<file path="config.mk">
export PLATFORM = sky130hd
export DESIGN_NAME = asi_core
export DESIGN_NICKNAME = d
export VERILOG_FILES = /design/src/rtl/asi_pkg.sv /design/src/rtl/asi_core.sv
export SDC_FILE = /design/constraint.sdc
export NUM_CORES = 1
export LEC_CHECK = 0
export ABC_AREA = 1
export BUFFER_PORTS_ARGS = -buffer_cell sky130_fd_sc_hd__buf_4
export CORE_UTILIZATION = 59
export DETAILED_ROUTE_END_ITERATION = 7
export PLACE_DENSITY = 0.81
export SETUP_SLACK_MARGIN = 0.02
export SYNTH_ARGS = -nofsm -noshare
export SYNTH_HDL_FRONTEND = slang
export SYNTH_SLANG_ARGS = --single-unit
</file>
<file path="constraint.sdc">
create_clock -name hclk -period 2.05 [get_ports hclk]
set_input_delay 0.205 -clock hclk [delete_from_list [all_inputs] [get_ports hclk]]
set_output_delay 0.205 -clock hclk [all_outputs]
set_load 0.05 [all_outputs]
</file>
<file path="src/rtl/asi_pkg.sv">
// Package for the asynchronous serial interface block.
// Assumes a 32-bit AHB-Lite register bus with word-aligned registers.
package asi_pkg;
  // Register byte offsets.
  localparam logic [7:0] ASI_OFF_STATUS = 8'h00; // Status register.
  localparam logic [7:0] ASI_OFF_DATA   = 8'h04; // Data buffer register.
  localparam logic [7:0] ASI_OFF_CTL1   = 8'h08; // Control register one.
  localparam logic [7:0] ASI_OFF_CTL2   = 8'h0C; // Control register two.
  localparam logic [7:0] ASI_OFF_BAUD   = 8'h10; // Baud select register.
  // Status bit positions.
  localparam int ASI_ST_TXE  = 7; // Transmit buffer empty.
  localparam int ASI_ST_TC   = 6; // Transmission complete.
  localparam int ASI_ST_RXF  = 5; // Receive buffer full.
  localparam int ASI_ST_IDLE = 4; // Idle line seen.
  localparam int ASI_ST_OR   = 3; // Overrun.
  localparam int ASI_ST_NF   = 2; // Noise.
  localparam int ASI_ST_FE   = 1; // Framing error.
  // Control one bit positions.
  localparam int ASI_C1_RX8  = 7; // Received ninth bit.
  localparam int ASI_C1_TX8  = 6; // Ninth bit to send.
  localparam int ASI_C1_M    = 4; // Nine-bit word select.
  // Control two bit positions.
  localparam int ASI_C2_TIE  = 7; // Buffer empty interrupt enable.
  localparam int ASI_C2_TX_DONE_IRQ_ON = 6; // Complete interrupt enable.
  localparam int ASI_C2_RIE  = 5; // Receive interrupt enable.
  localparam int ASI_C2_IDLE_IRQ_ON = 4; // Idle interrupt enable.
  localparam int ASI_C2_TE   = 3; // Transmitter on.
  localparam int ASI_C2_RE   = 2; // Receiver on.
  localparam int ASI_C2_SBK  = 0; // Send break.
  // Reset values.
  localparam logic [7:0] ASI_RST_STATUS = 8'hC0; // Empty and complete.
  localparam logic [7:0] ASI_RST_CTL    = 8'h00; // All controls off.
  // Oversampling figures.
  localparam logic [3:0] ASI_OVS_LAST  = 4'hF; // Sixteen samples per bit.
  localparam logic [3:0] ASI_SMP_A     = 4'h7; // Eighth sample.
  localparam logic [3:0] ASI_SMP_C     = 4'h9; // Tenth sample.
  localparam logic [3:0] ASI_HALF_BIT  = 4'h7; // Start check point.
  // Transmit bit index of stop bit per word length.
  localparam logic [3:0] ASI_LEN8 = 4'h9; // Start, 8 data, stop.
  localparam logic [3:0] ASI_LEN9 = 4'hA; // Start, 9 data, stop.
  // Transmitter states.
  typedef enum logic [1:0] {
    ASI_TX_OFF  = 2'b00,
    ASI_TX_IDLE = 2'b01,
    ASI_TX_SEND = 2'b10
  } asi_tx_st_t;
  // Receiver states.
  typedef enum logic [1:0] {
    ASI_RX_HUNT  = 2'b00,
    ASI_RX_START = 2'b01,
    ASI_RX_DATA  = 2'b10
  } asi_rx_st_t;
endpackage

</file>
<file path="src/rtl/asi_core.sv">
// Asynchronous serial interface with AHB-Lite register access.
// Assumes serial_in_pin is already synchronous to hclk.
// Contract
// - Enabled and idle: output pin high
// - Both off: pin released to port
// - Frame: start low, data LSB first, stop
// - Nine-bit mode sends tx_ninth_bit as MSB
// - Nine-bit mode stores rx_ninth_bit
// - Enabling transmitter sends one idle frame
// - TE toggle: idle after word, drop buffer
// - Break frames while set, then one high
// - Busy write goes to holding buffer
// - Idle write loads shifter, sets empty flag
// - Empty flag clears: status then write
// - Interrupt on empty flag when enabled
// - Complete flag after stop or break
// - Complete flag clears like empty flag
// - Receiver on starts start-bit hunt
// - Character moves to buffer, sets full
// - Full flag clears: status then read
// - Full still set: overrun, keep buffer
// - Overrun clears: status then read
// - Break received reported as framing error
// - Idle frame flagged, optional interrupt
// - Idle is full frame of ones
// - Majority of samples 8-10, noise flag
// - Baud: clock/16/prescaler/power of two
// - Missing stop: framing error, data kept
`timescale 1ns/1ps
module asi_core
  import asi_pkg::*;
#(
  parameter int DIV_W = 12 // Width of the baud divide counter.
)(
  input  wire logic        hclk,
  input  wire logic        hresetn,
  input  wire logic        clk_en,
  input  wire logic        hsel,
  input  wire logic [31:0] haddr,
  input  wire logic [1:0]  htrans,
  input  wire logic        hwrite,
  input  wire logic [2:0]  hsize,
  input  wire logic [31:0] hwdata,
  input  wire logic        hready,
  output logic      [31:0] hrdata,
  output logic             hreadyout,
  output logic             hresp,
  input  wire logic        serial_in_pin,
  output logic             serial_out,
  output logic             serial_out_en_n,
  output logic             irq
);
  // Whole block state held in one packed record.
  typedef struct packed {
    logic             wr_pend;   // Data phase of a write pending.
    logic             rd_pend;   // Data phase of a read pending.
    logic [7:0]       addr;      // Latched register offset.
    logic [31:0]      rdata;     // Read data out.
    logic [7:0]       status;    // Status flags.
    logic             st_seen;   // Status was read since last clear.
    logic [7:0]       ctl1;      // Control register one.
    logic [7:0]       ctl2;      // Control register two.
    logic [7:0]       baud;      // Baud select register.
    logic [DIV_W-1:0] tx_div;    // Transmit tick divider.
    logic [DIV_W-1:0] rx_div;    // Receive tick divider.
    asi_tx_st_t       tx_st;     // Transmitter state.
    logic [3:0]       tx_ovs;    // Transmit sixteenth counter.
    logic [3:0]       tx_bit;    // Transmit bit index.
    logic [10:0]      tx_sh;     // Transmit frame shifter.
    logic [8:0]       tx_hold;   // Holding buffer.
    logic             tx_full;   // Holding buffer occupied.
    logic             tx_brk;    // Current frame is a break.
    logic             tx_idle;   // Idle frame owed.
    logic             tx_mark;   // Extra high bit owed after break.
    logic             te_off;    // Transmitter was switched off.
    asi_rx_st_t       rx_st;     // Receiver state.
    logic [3:0]       rx_ovs;    // Receive sixteenth counter.
    logic [3:0]       rx_bit;    // Receive bit index.
    logic [9:0]       rx_sh;     // Receive shifter.
    logic [2:0]       rx_smp;    // Samples eight to ten.
    logic             rx_noise;  // Noise seen in this frame.
    logic [3:0]       ones;      // Count of high bits for idle.
    logic             idle_arm;  // Line went low since last idle.
    logic [8:0]       rx_buf;    // Receive holding buffer.
    logic             out;       // Serial output register.
    logic             oen_n;     // Output enable, low drives.
    logic             irq;       // Interrupt register.
  } asi_st_t;

  asi_st_t q, d;

  logic             tx_tick, rx_tick; // Sixteenth-bit ticks.
  logic [DIV_W-1:0] div_load;         // Divide count minus one.
  logic [3:0]       flen;             // Stop bit index.
  logic             maj;              // Majority of three samples.
  logic             noisy;            // Samples disagree.

  // Prescaler times power of two, giving cycles per sixteenth bit.
  always_comb
  begin
    logic [7:0] pr;
    pr = 8'h01;
    case (q.baud[7:6])
      2'b00:   pr = 8'h01;
      2'b01:   pr = 8'h03;
      2'b10:   pr = 8'h04;
      default: pr = 8'h0D;
    endcase
    div_load = DIV_W'(({4'h0, pr} << q.baud[2:0]) - 12'h001);
  end

  // Separate tick outputs of the two dividers.
  assign tx_tick = (q.tx_div == '0);
  assign rx_tick = (q.rx_div == '0);
  assign flen    = q.ctl1[ASI_C1_M] ? ASI_LEN9 : ASI_LEN8;
  assign maj     = (q.rx_smp[0] & q.rx_smp[1]) | (q.rx_smp[1] & q.rx_smp[2])
                 | (q.rx_smp[0] & q.rx_smp[2]);
  assign noisy   = !(&q.rx_smp) && (|q.rx_smp);

  // Next state of bus, transmitter and receiver.
  always_comb
  begin
    logic data_wr, data_rd, st_rd, te, re, rx_done, idle_hit;
    logic [8:0] wv;
    d = q;
    data_wr = q.wr_pend && q.addr == ASI_OFF_DATA;
    data_rd = q.rd_pend && q.addr == ASI_OFF_DATA;
    st_rd   = q.rd_pend && q.addr == ASI_OFF_STATUS;
    te      = q.ctl2[ASI_C2_TE];
    re      = q.ctl2[ASI_C2_RE];
    rx_done = 1'b0;
    idle_hit = 1'b0;
    // Eight-bit mode puts a stop level where the ninth bit would go.
    wv      = {q.ctl1[ASI_C1_M] ? q.ctl1[ASI_C1_TX8] : 1'b1,
               hwdata[7:0]};
    // Bus address phase: register a single word transfer.
    d.wr_pend = 1'b0;
    d.rd_pend = 1'b0;
    if (hsel && hready && htrans[1])
    begin
      d.wr_pend = hwrite;
      d.rd_pend = !hwrite;
      d.addr    = haddr[7:0];
    end
    // Read data for the next data phase; unmapped reads give zero.
    d.rdata = 32'h0000_0000;
    if (hsel && hready && htrans[1] && !hwrite)
    begin
      case (haddr[7:0])
        ASI_OFF_STATUS: d.rdata = {24'h0, q.status};
        ASI_OFF_DATA:   d.rdata = {24'h0, q.rx_buf[7:0]};
        ASI_OFF_CTL1:   d.rdata = {24'h0, q.ctl1};
        ASI_OFF_CTL2:   d.rdata = {24'h0, q.ctl2};
        ASI_OFF_BAUD:   d.rdata = {24'h0, q.baud};
        default:        d.rdata = 32'h0000_0000;
      endcase
    end
    // Status read arms the clearing sequences.
    if (st_rd)
      d.st_seen = 1'b1;
    // Register writes in the data phase.
    if (q.wr_pend)
    begin
      case (q.addr)
        ASI_OFF_CTL1: d.ctl1 = {q.ctl1[7], hwdata[6:0]};
        ASI_OFF_CTL2:
        begin
          d.ctl2 = hwdata[7:0];
          // Only a switch-off in mid-frame sets te_off; an idle one goes through ASI_TX_OFF.
          if (te && !hwdata[ASI_C2_TE] && q.tx_st == ASI_TX_SEND)
            d.te_off = 1'b1;
        end
        ASI_OFF_BAUD: d.baud = hwdata[7:0];
        default:      d.baud = q.baud;
      endcase
    end
    // Baud dividers reload independently.
    d.tx_div = tx_tick ? div_load : q.tx_div - 1'b1;
    d.rx_div = rx_tick ? div_load : q.rx_div - 1'b1;

    // Data write: clear flags only after a status read.
    if (data_wr)
    begin
      if (q.st_seen)
      begin
        d.status[ASI_ST_TXE] = 1'b0;
        d.status[ASI_ST_TC]  = 1'b0;
        d.st_seen = 1'b0;
      end
      if (te && q.tx_st != ASI_TX_SEND)
      begin
        // Idle transmitter: load shifter directly.
        d.tx_sh  = {1'b1, wv, 1'b0};
        d.tx_st  = ASI_TX_SEND;
        d.tx_bit = 4'h0;
        d.tx_ovs = 4'h0;
        d.tx_brk = 1'b0;
        d.status[ASI_ST_TXE] = 1'b1;
      end
      else
      begin
        d.tx_hold = wv;
        d.tx_full = 1'b1;
      end
    end

    // Transmitter sequencing.
    case (q.tx_st)
      ASI_TX_OFF:
      begin
        if (te)
        begin
          d.tx_st   = ASI_TX_SEND;
          d.tx_sh   = 11'h7FF;
          d.tx_bit  = 4'h0;
          d.tx_ovs  = 4'h0;
          d.tx_brk  = 1'b0;
          d.tx_full = 1'b0;
        end
      end
      ASI_TX_IDLE:
      begin
        if (!te)
          d.tx_st = ASI_TX_OFF;
        else if (q.ctl2[ASI_C2_SBK])
        begin
          d.tx_st  = ASI_TX_SEND;
          d.tx_sh  = 11'h000;
          d.tx_brk = 1'b1;
          d.tx_bit = 4'h0;
          d.tx_ovs = 4'h0;
        end
        else if (q.tx_mark || q.tx_full)
        begin
          d.tx_st   = ASI_TX_SEND;
          d.tx_sh   = q.tx_mark ? 11'h7FF : {1'b1, q.tx_hold, 1'b0};
          d.tx_bit  = q.tx_mark ? flen : 4'h0;
          d.tx_ovs  = 4'h0;
          d.tx_brk  = 1'b0;
          d.tx_full = q.tx_mark ? q.tx_full : 1'b0;
          d.tx_mark = 1'b0;
          if (!q.tx_mark)
            d.status[ASI_ST_TXE] = 1'b1;
        end
      end
      default:
      begin
        if (tx_tick)
        begin
          d.tx_ovs = q.tx_ovs + 1'b1;
          if (q.tx_ovs == ASI_OVS_LAST)
          begin
            d.tx_sh  = {1'b1, q.tx_sh[10:1]};
            d.tx_bit = q.tx_bit + 1'b1;
            if (q.tx_bit == flen)
            begin
              // Frame ends: re-enabled transmitter owes idle frame.
              d.tx_st = ASI_TX_IDLE;
              if (q.tx_brk)
                d.tx_mark = !q.ctl2[ASI_C2_SBK];
              if (!q.tx_full || q.tx_brk)
                d.status[ASI_ST_TC] = 1'b1;
              if (q.te_off)
              begin
                d.te_off  = 1'b0;
                d.tx_st   = te ? ASI_TX_SEND : ASI_TX_OFF;
                d.tx_sh   = 11'h7FF;
                d.tx_bit  = 4'h0;
                d.tx_brk  = 1'b0;
                d.tx_full = 1'b0;
              end
            end
          end
        end
      end
    endcase
    // Pin drive: high when idle, released when both off.
    d.out   = (q.tx_st == ASI_TX_SEND) ? q.tx_sh[0] : 1'b1;
    d.oen_n = !(te || re);

    // Receiver sampling.
    if (!re)
      d.rx_st = ASI_RX_HUNT;
    else if (rx_tick)
    begin
      d.rx_ovs = q.rx_ovs + 1'b1;
      if (q.rx_ovs >= ASI_SMP_A && q.rx_ovs <= ASI_SMP_C)
        d.rx_smp = {serial_in_pin, q.rx_smp[2:1]};
      case (q.rx_st)
        ASI_RX_HUNT:
        begin
          if (!serial_in_pin)
          begin
            d.rx_st    = ASI_RX_START;
            d.rx_ovs   = 4'h0;
            d.idle_arm = 1'b1;
            d.rx_noise = 1'b0;
          end
          else if (q.rx_ovs == ASI_OVS_LAST && q.ones != 4'hF)
            d.ones = q.ones + 1'b1; // Counts whole high bit times.
        end
        ASI_RX_START:
        begin
          if (q.rx_ovs == ASI_OVS_LAST)
          begin
            d.rx_st  = maj ? ASI_RX_HUNT : ASI_RX_DATA;
            d.rx_bit = 4'h1;
            d.rx_noise = noisy;
            d.ones   = 4'h0;
          end
        end
        default:
        begin
          if (q.rx_ovs == ASI_OVS_LAST)
          begin
            d.rx_sh  = {maj, q.rx_sh[9:1]};
            d.rx_bit = q.rx_bit + 1'b1;
            if (noisy)
              d.rx_noise = 1'b1;
            if (q.rx_bit == flen)
            begin
              d.rx_st = ASI_RX_HUNT;
              rx_done = 1'b1;
            end
          end
        end
      endcase
      // A whole frame of ones after traffic counts as idle.
      if (q.rx_st == ASI_RX_HUNT && q.idle_arm && serial_in_pin
          && q.ones == flen && q.rx_ovs == ASI_OVS_LAST)
      begin
        idle_hit   = 1'b1;
        d.idle_arm = 1'b0;
      end
    end

    // Software clears of receive flags: status then data read.
    if (data_rd && q.st_seen)
    begin
      d.status[ASI_ST_RXF]  = 1'b0;
      d.status[ASI_ST_OR]   = 1'b0;
      d.status[ASI_ST_NF]   = 1'b0;
      d.status[ASI_ST_FE]   = 1'b0;
      d.status[ASI_ST_IDLE] = 1'b0;
      d.st_seen = 1'b0;
    end
    // Idle detection is applied after the clear so that the set wins.
    if (idle_hit)
      d.status[ASI_ST_IDLE] = 1'b1;
    // Character completion; hardware set wins over the clear.
    if (rx_done)
    begin
      if (q.status[ASI_ST_RXF] && !(data_rd && q.st_seen))
        d.status[ASI_ST_OR] = 1'b1;
      else
      begin
        // The stop bit is in maj, so the word already sits in the shifter.
        d.rx_buf = q.ctl1[ASI_C1_M] ? q.rx_sh[9:1]
                                   : {1'b0, q.rx_sh[9:2]};
        d.ctl1[ASI_C1_RX8] = q.ctl1[ASI_C1_M] & q.rx_sh[9];
        d.status[ASI_ST_RXF] = 1'b1;
        d.status[ASI_ST_NF]  = q.rx_noise | noisy;
        d.status[ASI_ST_FE]  = !maj;
      end
    end

    // Single level interrupt from all enabled causes.
    d.irq = (q.status[ASI_ST_TXE] & q.ctl2[ASI_C2_TIE])
          | (q.status[ASI_ST_TC] & q.ctl2[ASI_C2_TX_DONE_IRQ_ON])
          | ((q.status[ASI_ST_RXF] | q.status[ASI_ST_OR])
             & q.ctl2[ASI_C2_RIE])
          | (q.status[ASI_ST_IDLE] & q.ctl2[ASI_C2_IDLE_IRQ_ON]);
  end

  // State register with clock enable.
  always_ff @(posedge hclk or negedge hresetn)
  begin
    if (!hresetn)
    begin
      q        <= '0;
      q.status <= ASI_RST_STATUS;
      q.ctl1   <= ASI_RST_CTL;
      q.ctl2   <= ASI_RST_CTL;
      q.out    <= 1'b1;
      q.oen_n  <= 1'b1;
      q.ones   <= 4'hF;
    end
    else if (clk_en)
      q <= d;
  end

  // Outputs straight from flip-flops; hreadyout and hresp are tied to constants.
  assign hrdata          = q.rdata;
  assign hreadyout       = 1'b1;
  assign hresp           = 1'b0;
  assign serial_out      = q.out;
  assign serial_out_en_n = q.oen_n;
  assign irq             = q.irq;

  // Empty flag drops only after status read then data write.
  property p_txe_clear;
    @(posedge hclk) disable iff (!hresetn)
    $fell(q.status[ASI_ST_TXE]) |-> $past(q.st_seen) && $past(q.wr_pend);
  endproperty
  a_txe_clear: assert property (p_txe_clear)
    else $error("empty flag cleared without sequence");

  // Full flag drops only after status read then data read.
  property p_rxf_clear;
    @(posedge hclk) disable iff (!hresetn)
    $fell(q.status[ASI_ST_RXF]) |-> $past(q.st_seen) && $past(q.rd_pend);
  endproperty
  a_rxf_clear: assert property (p_rxf_clear)
    else $error("full flag cleared without sequence");

  // Pin released exactly one edge after both enables drop.
  property p_release;
    @(posedge hclk) disable iff (!hresetn)
    clk_en && !q.ctl2[ASI_C2_TE] && !q.ctl2[ASI_C2_RE] |=> q.oen_n;
  endproperty
  a_release: assert property (p_release)
    else $error("pin not released");

  // Output high while transmitter is not sending.
  property p_idle_high;
    @(posedge hclk) disable iff (!hresetn)
    clk_en && q.tx_st != ASI_TX_SEND |=> q.out;
  endproperty
  a_idle_high: assert property (p_idle_high)
    else $error("line not high when idle");

  // Overrun keeps the holding buffer unchanged.
  property p_overrun_keep;
    @(posedge hclk) disable iff (!hresetn)
    $rose(q.status[ASI_ST_OR]) |-> $stable(q.rx_buf);
  endproperty
  a_overrun_keep: assert property (p_overrun_keep)
    else $error("buffer lost on overrun");

  // Interrupt follows enabled empty flag one edge later.
  property p_irq_txe;
    @(posedge hclk) disable iff (!hresetn)
    clk_en && q.status[ASI_ST_TXE] && q.ctl2[ASI_C2_TIE] |=> q.irq;
  endproperty
  a_irq_txe: assert property (p_irq_txe)
    else $error("missing empty interrupt");

  // Framing error rises only while the full flag is set.
  property p_fe_with_rxf;
    @(posedge hclk) disable iff (!hresetn)
    $rose(q.status[ASI_ST_FE]) |-> q.status[ASI_ST_RXF];
  endproperty
  a_fe_with_rxf: assert property (p_fe_with_rxf)
    else $error("framing error without full flag");

  // Break frame drives the line low.
  property p_break_low;
    @(posedge hclk) disable iff (!hresetn)
    clk_en && q.tx_st == ASI_TX_SEND && q.tx_brk |=> !q.out;
  endproperty
  a_break_low: assert property (p_break_low)
    else $error("break frame not low");
endmodule

</file>
Word-level counts from Yosys, hierarchy flattened
Cells that the tools add are included.

Register bits: 172. Bits of input ports: 76. Output and inout bits: 37. Logic and storage cells: 278.

Reduce and logical (&&, ||, !) cells: 66. $add $sub $neg: 8. Order comparisons: 2. Shift-type cells: 1. Muxes and demuxes: 113. Bitwise operators: 20. Eq/ne operators: 34.

Operator list (count): $mux 21 (5); $mux 1 (50); $mux 2 (24); $mux 15 (3); $pmux 21 s2 (1); $mux 10 (4); $pmux 8 s5 (1); $sub 12x1->12 const B (3); $eq 8x4->1 const B (4); $mux 32 (1); $mux 29 (1); $logic_not 12->1 (2); $mux 12 (2); $reduce_and 3->1 (7); $add 4x1->4 const B (5); $mux 4 (5); $mux 19 (1); $logic_and 1x1->1 (18); $eq 8x3->1 const B (2); $eq 8x5->1 const B (2); $logic_not 8->1 (2); $mux 8 (2); $ne 2x2->1 const B (8); $pmux 4 s2 (2); other kinds (36) (89).

Logic depth before layout (Yosys ltp)
Word-level depth: 11. Depth in mapped cells: 14. Mapped depth without buffers: 14.

Least setup slack after synthesis
Ideal clock, no wire load.

Path type: register to register. Start point: register q[88] (netlist name). End point: register q[63] (netlist name). Setup slack: 0.314 ns. Setup time: 0.135 ns. Period minus slack after synthesis: 1.736 ns. Stages on the path, launching flop included: 12. Data arrival time: 1.601 ns. Required time: 1.915 ns. Path through: dfrtp_1 -> inv_1 -> ha_1 -> nand2_1 -> nor2_4 -> nand3_2 -> nor2_1 -> nand2_1 -> inv_2 -> nand3b_1 -> nand3_1 -> o21ai_0.

Word-level cells in the longest chain between the ends: 3.

Ends and longest elaborated chain: start, declared (line asi_core.sv:90) `asi_st_t q, d;`; $logic_not 12->1 (line asi_core.sv:113) `assign tx_tick = (q.tx_div == '0);`; $mux 21 (line asi_core.sv:248) `if (tx_tick)`; $pmux 21 s2 (line asi_core.sv:208) `case (q.tx_st)`.

Every way passes these cells. A chain may end at the register's enable or synchronous reset.

Worst setup path after layout
Start point: register q[85] (netlist name). End point: register q[126] (netlist name).

Word-level cells in the longest chain between the ends: 4.

Ends and longest elaborated chain: $logic_not 12->1 (line asi_core.sv:114) `assign rx_tick = (q.rx_div == '0);`; $mux 1 (line asi_core.sv:284) `else if (rx_tick)`; $mux 1 (line asi_core.sv:282) `if (!re)`; $mux 3 (line asi_core.sv:351) `if (rx_done)`.

Every way passes these cells.

==> flow_summary.json <==
{
  "status": "finished, violations left",
  "violations": "setup timing",
  "fin_hold_ws_ps": 33.90,
  "hold_viol": 0,
  "clkSlewWorstSetupHoldPaths_ps": 70,
  "max_cap_violations": 0,
  "initial_core_util_pct": 60.30,
  "use_met2_pct": 50.73,
  "place_inst": 1411,
  "place_area_um2": 9191,
  "die_area_um2": 15290,
  "clock_skew_ps": 10.09,
  "maxSlewViolCount": 0,
  "grt_overflow": 0,
  "drc": 0,
  "ir_drop_v": 0.0008017,
  "crit_required_ps": 2420,
  "via_per_inst": 5.679,
  "firstDrtPassIters": 8,
  "place.port_buffers": 34,
  "wirelength_um": 22770,
  "synth-main-ff-cell": "dfrtp_1",
  "power_density_nw_per_um2": 950.6,
  "r2r_cells": 8,
  "max_freq_ghz": 0.4843,
  "syn2layout_area_growth_pct": 15.32,
  "critPathKind": "reg -> reg",
  "synth-edff-count": 0,
  "nets": 1346,
  "groute.usage.overall_pct": 30.28,
  "grt_pass1_wl_um": 35270,
  "endpoint_kind": "register",
  "drtIter0Drc": 1007,
  "holdCritPathClass": "in -> reg",
  "comb_power_share_pct": 26.5,
  "cts_sinks": 147,
  "p_sw_share_pct": 35.62,
  "coreArea_um2": 14480,
  "min_path_cells": 3,
  "relSlewSlack_pct": 55.46,
  "ctsLongestPathBuffers": 2,
  "leakage_nw": 4.943,
  "root_buffer": "clkbuf_16",
  "worst_slack_ps": -14.77,
  "netlist_area_um2": 8731,
  "num_rows": 44,
  "layout_common_cells": "nand2_1, o21ai_0, dfrtp_1, inv_1, nand3_1",
  "fin_tns_setup_ps": -19.88,
  "start_kind": "register",
  "wire_per_inst_um": 15.63,
  "fin_crit_sh_pct": 100.7,
  "cts_made_buffers": 17,
  "final_core_util_pct": 69.54,
  "synth-warning-count": 0,
  "htreeDepth": 4,
  "grt_max_degree": 52,
  "slowest_stage": "nor4_4",
  "drive_above_1_share_pct": 13.75,
  "cp_num_buf_inv": 2,
  "ys_ff_latch": 147,
  "finalWeightedCongestion": 0.9494,
  "die_y_um": 123.6,
  "path_cells": "nor4_4 > nand4_4 > nor2_4 > buf_4 > inv_2 > nor2_2 > nand2_1 > nand2_1",
  "synth_cell_types": 48,
  "num_io_pins": 113,
  "grtUsageMet3_pct": 7.189,
  "internal_power_mw": 6.162,
  "avgSynthCellArea_um2": 7.252,
  "yosysSeqAreaShare_pct": 42.25,
  "power_mw": 9.571,
  "antenna_found_initial": 0,
  "power.switching_mw": 3.409,
  "grt_pass1_vias": 7404,
  "cp.arrival_ps": 2440,
  "final_common_cell": "nand2_1",
  "cts_tree": "yes",
  "tightest_slew_ps": 663.1,
  "fin_cells": 1457,
  "crit_top_cell": "nand2_1",
  "cp_num_cells": 8,
  "synth-async-reset-ratio_pct": 100.0,
  "setup_violations": 2,
  "antenna_cells": 0,
  "fin_area_um2": 10070,
  "clk-insertion-delay-late_ps": 430,
  "fin_crit_ps": 2065,
  "die_w_um": 123.6,
  "post-place-ws_ps": 35.26,
  "vias": 8274,
  "max_stage_delay_ps": 660,
  "cpLargestDelayFamily": "simple AND/OR/NAND/NOR gates",
  "p_seq_share_pct": 40.2,
  "cp_max_fo": 5,
  "rsz0062_at_grt": "yes",
  "dpl.hpwl_um": 15820,
  "use_met1_pct": 38.47,
  "synthCells": 1204,
  "clkPwrFrac_pct": 33.3,
  "antenna_left": 0,
  "grt.busiest_layer": "met2"
}
registers in the layout, indices dropped and copies added, names as in the netlist:
name / flops
q: 136
hrdata: 8
irq: 1
serial_out_en_n: 1
serial_out: 1
synthesized netlist by cell type, types with 8 or more instances:
| cell | n | area share (%) |
|---|---|---|
| buf_4 | 35 | 3.0 |
| a31oi_1 | 9 | 0.64 |
| nand2_1 | 326 | 14 |
| xor2_1 | 11 | 1.1 |
| clkbuf_1 | 21 | 0.90 |
| o21ai_0 | 152 | 8.7 |
| nand3_1 | 97 | 5.6 |
| nand4_1 | 17 | 1.2 |
| inv_1 | 138 | 5.9 |
| o22ai_1 | 9 | 0.64 |
| dfrtp_1 | 139 | 40 |
| dfstp_2 | 8 | 2.4 |
| buf_2 | 11 | 0.63 |
| nor2_1 | 77 | 3.3 |
| a21oi_1 | 47 | 2.7 |
| o21ai_1 | 11 | 0.63 |
| ha_1 | 10 | 1.4 |
| nor3_1 | 12 | 0.69 |
path summary, 6_finish.rpt:
kind,startpoint,to,slack [ps]
setup / recovery,q[85]$_DFFE_PN0P_,q[126]$_DFFE_PN0P_,-10
hold / removal,haddr[3],q[168]$_DFFE_PN0P_,30
setup reg to reg,q[85]$_DFFE_PN0P_,q[126]$_DFFE_PN0P_,-10
hold reg to reg,serial_out$_DFFE_PN1P_,serial_out$_DFFE_PN1P_,470
max in group asynchronous,hresetn,q[132]$_DFFE_PN1P_,1100
min in group asynchronous,hresetn,hrdata[7]$_DFFE_PN0P_,280
kinds of logic after synthesis:
family / Yosys count / synth area share, %
buf+inv: 214 / 11.03
flops: 147 / 42.25
fa+ha+maj: 10 / 1.433
simple gates: 563 / 28.06
xor+xnor: 17 / 1.705
compound gates: 251 / 15.43
other cells: 2 / 0.08602
power by group through the flow:
stage | clock (mW) | sequential, mW | combinational (mW)
after floorplan | 0 | 3.75 | 1.89
after global placement | 0 | 3.85 | 2.30
after detailed placement | 0 | 3.86 | 2.38
after CTS | 3.21 | 3.82 | 2.40
after global routing | 3.34 | 3.90 | 2.88
final | 3.19 | 3.85 | 2.54
layout make-up:
class,instances,area (µm²)
Sequential cell,147,3692
Inverter,143,540.5
Fill cell,1186,4410
Multi-Input combinational cell,868,4322
Clock buffer,19,452.9
Clock inverter,13,147.6
Tap cell,184,230.2
Timing Repair Buffer,83,683.2
worst min-delay path, stage by stage:
cell	delay, ps
buf_4	110
nand2_1	50
o21ai_0	70
what timing repair did:
item | CTS | global route
pin swaps | 0 | 13
resized for setup | 1 | 42
setup endpoints to repair | 3 | 57
hold endpoints to repair | 43 | 0
gates cloned | 0 | 1
hold buffers | 3 | 0
setup buffers | 0 | 10
routing by layer:
| metal | vias to the layer above | part of all wire, % |
|---|---|---|
| li1 | 4005 | - |
| met1 | 3856 | 41 |
| met2 | 356 | 50 |
| met3 | 57 | 6.7 |
| met4 | 0 | 2.1 |
| met5 | - | 0 |
Note: power is estimated with default switching activity, not from simulation.
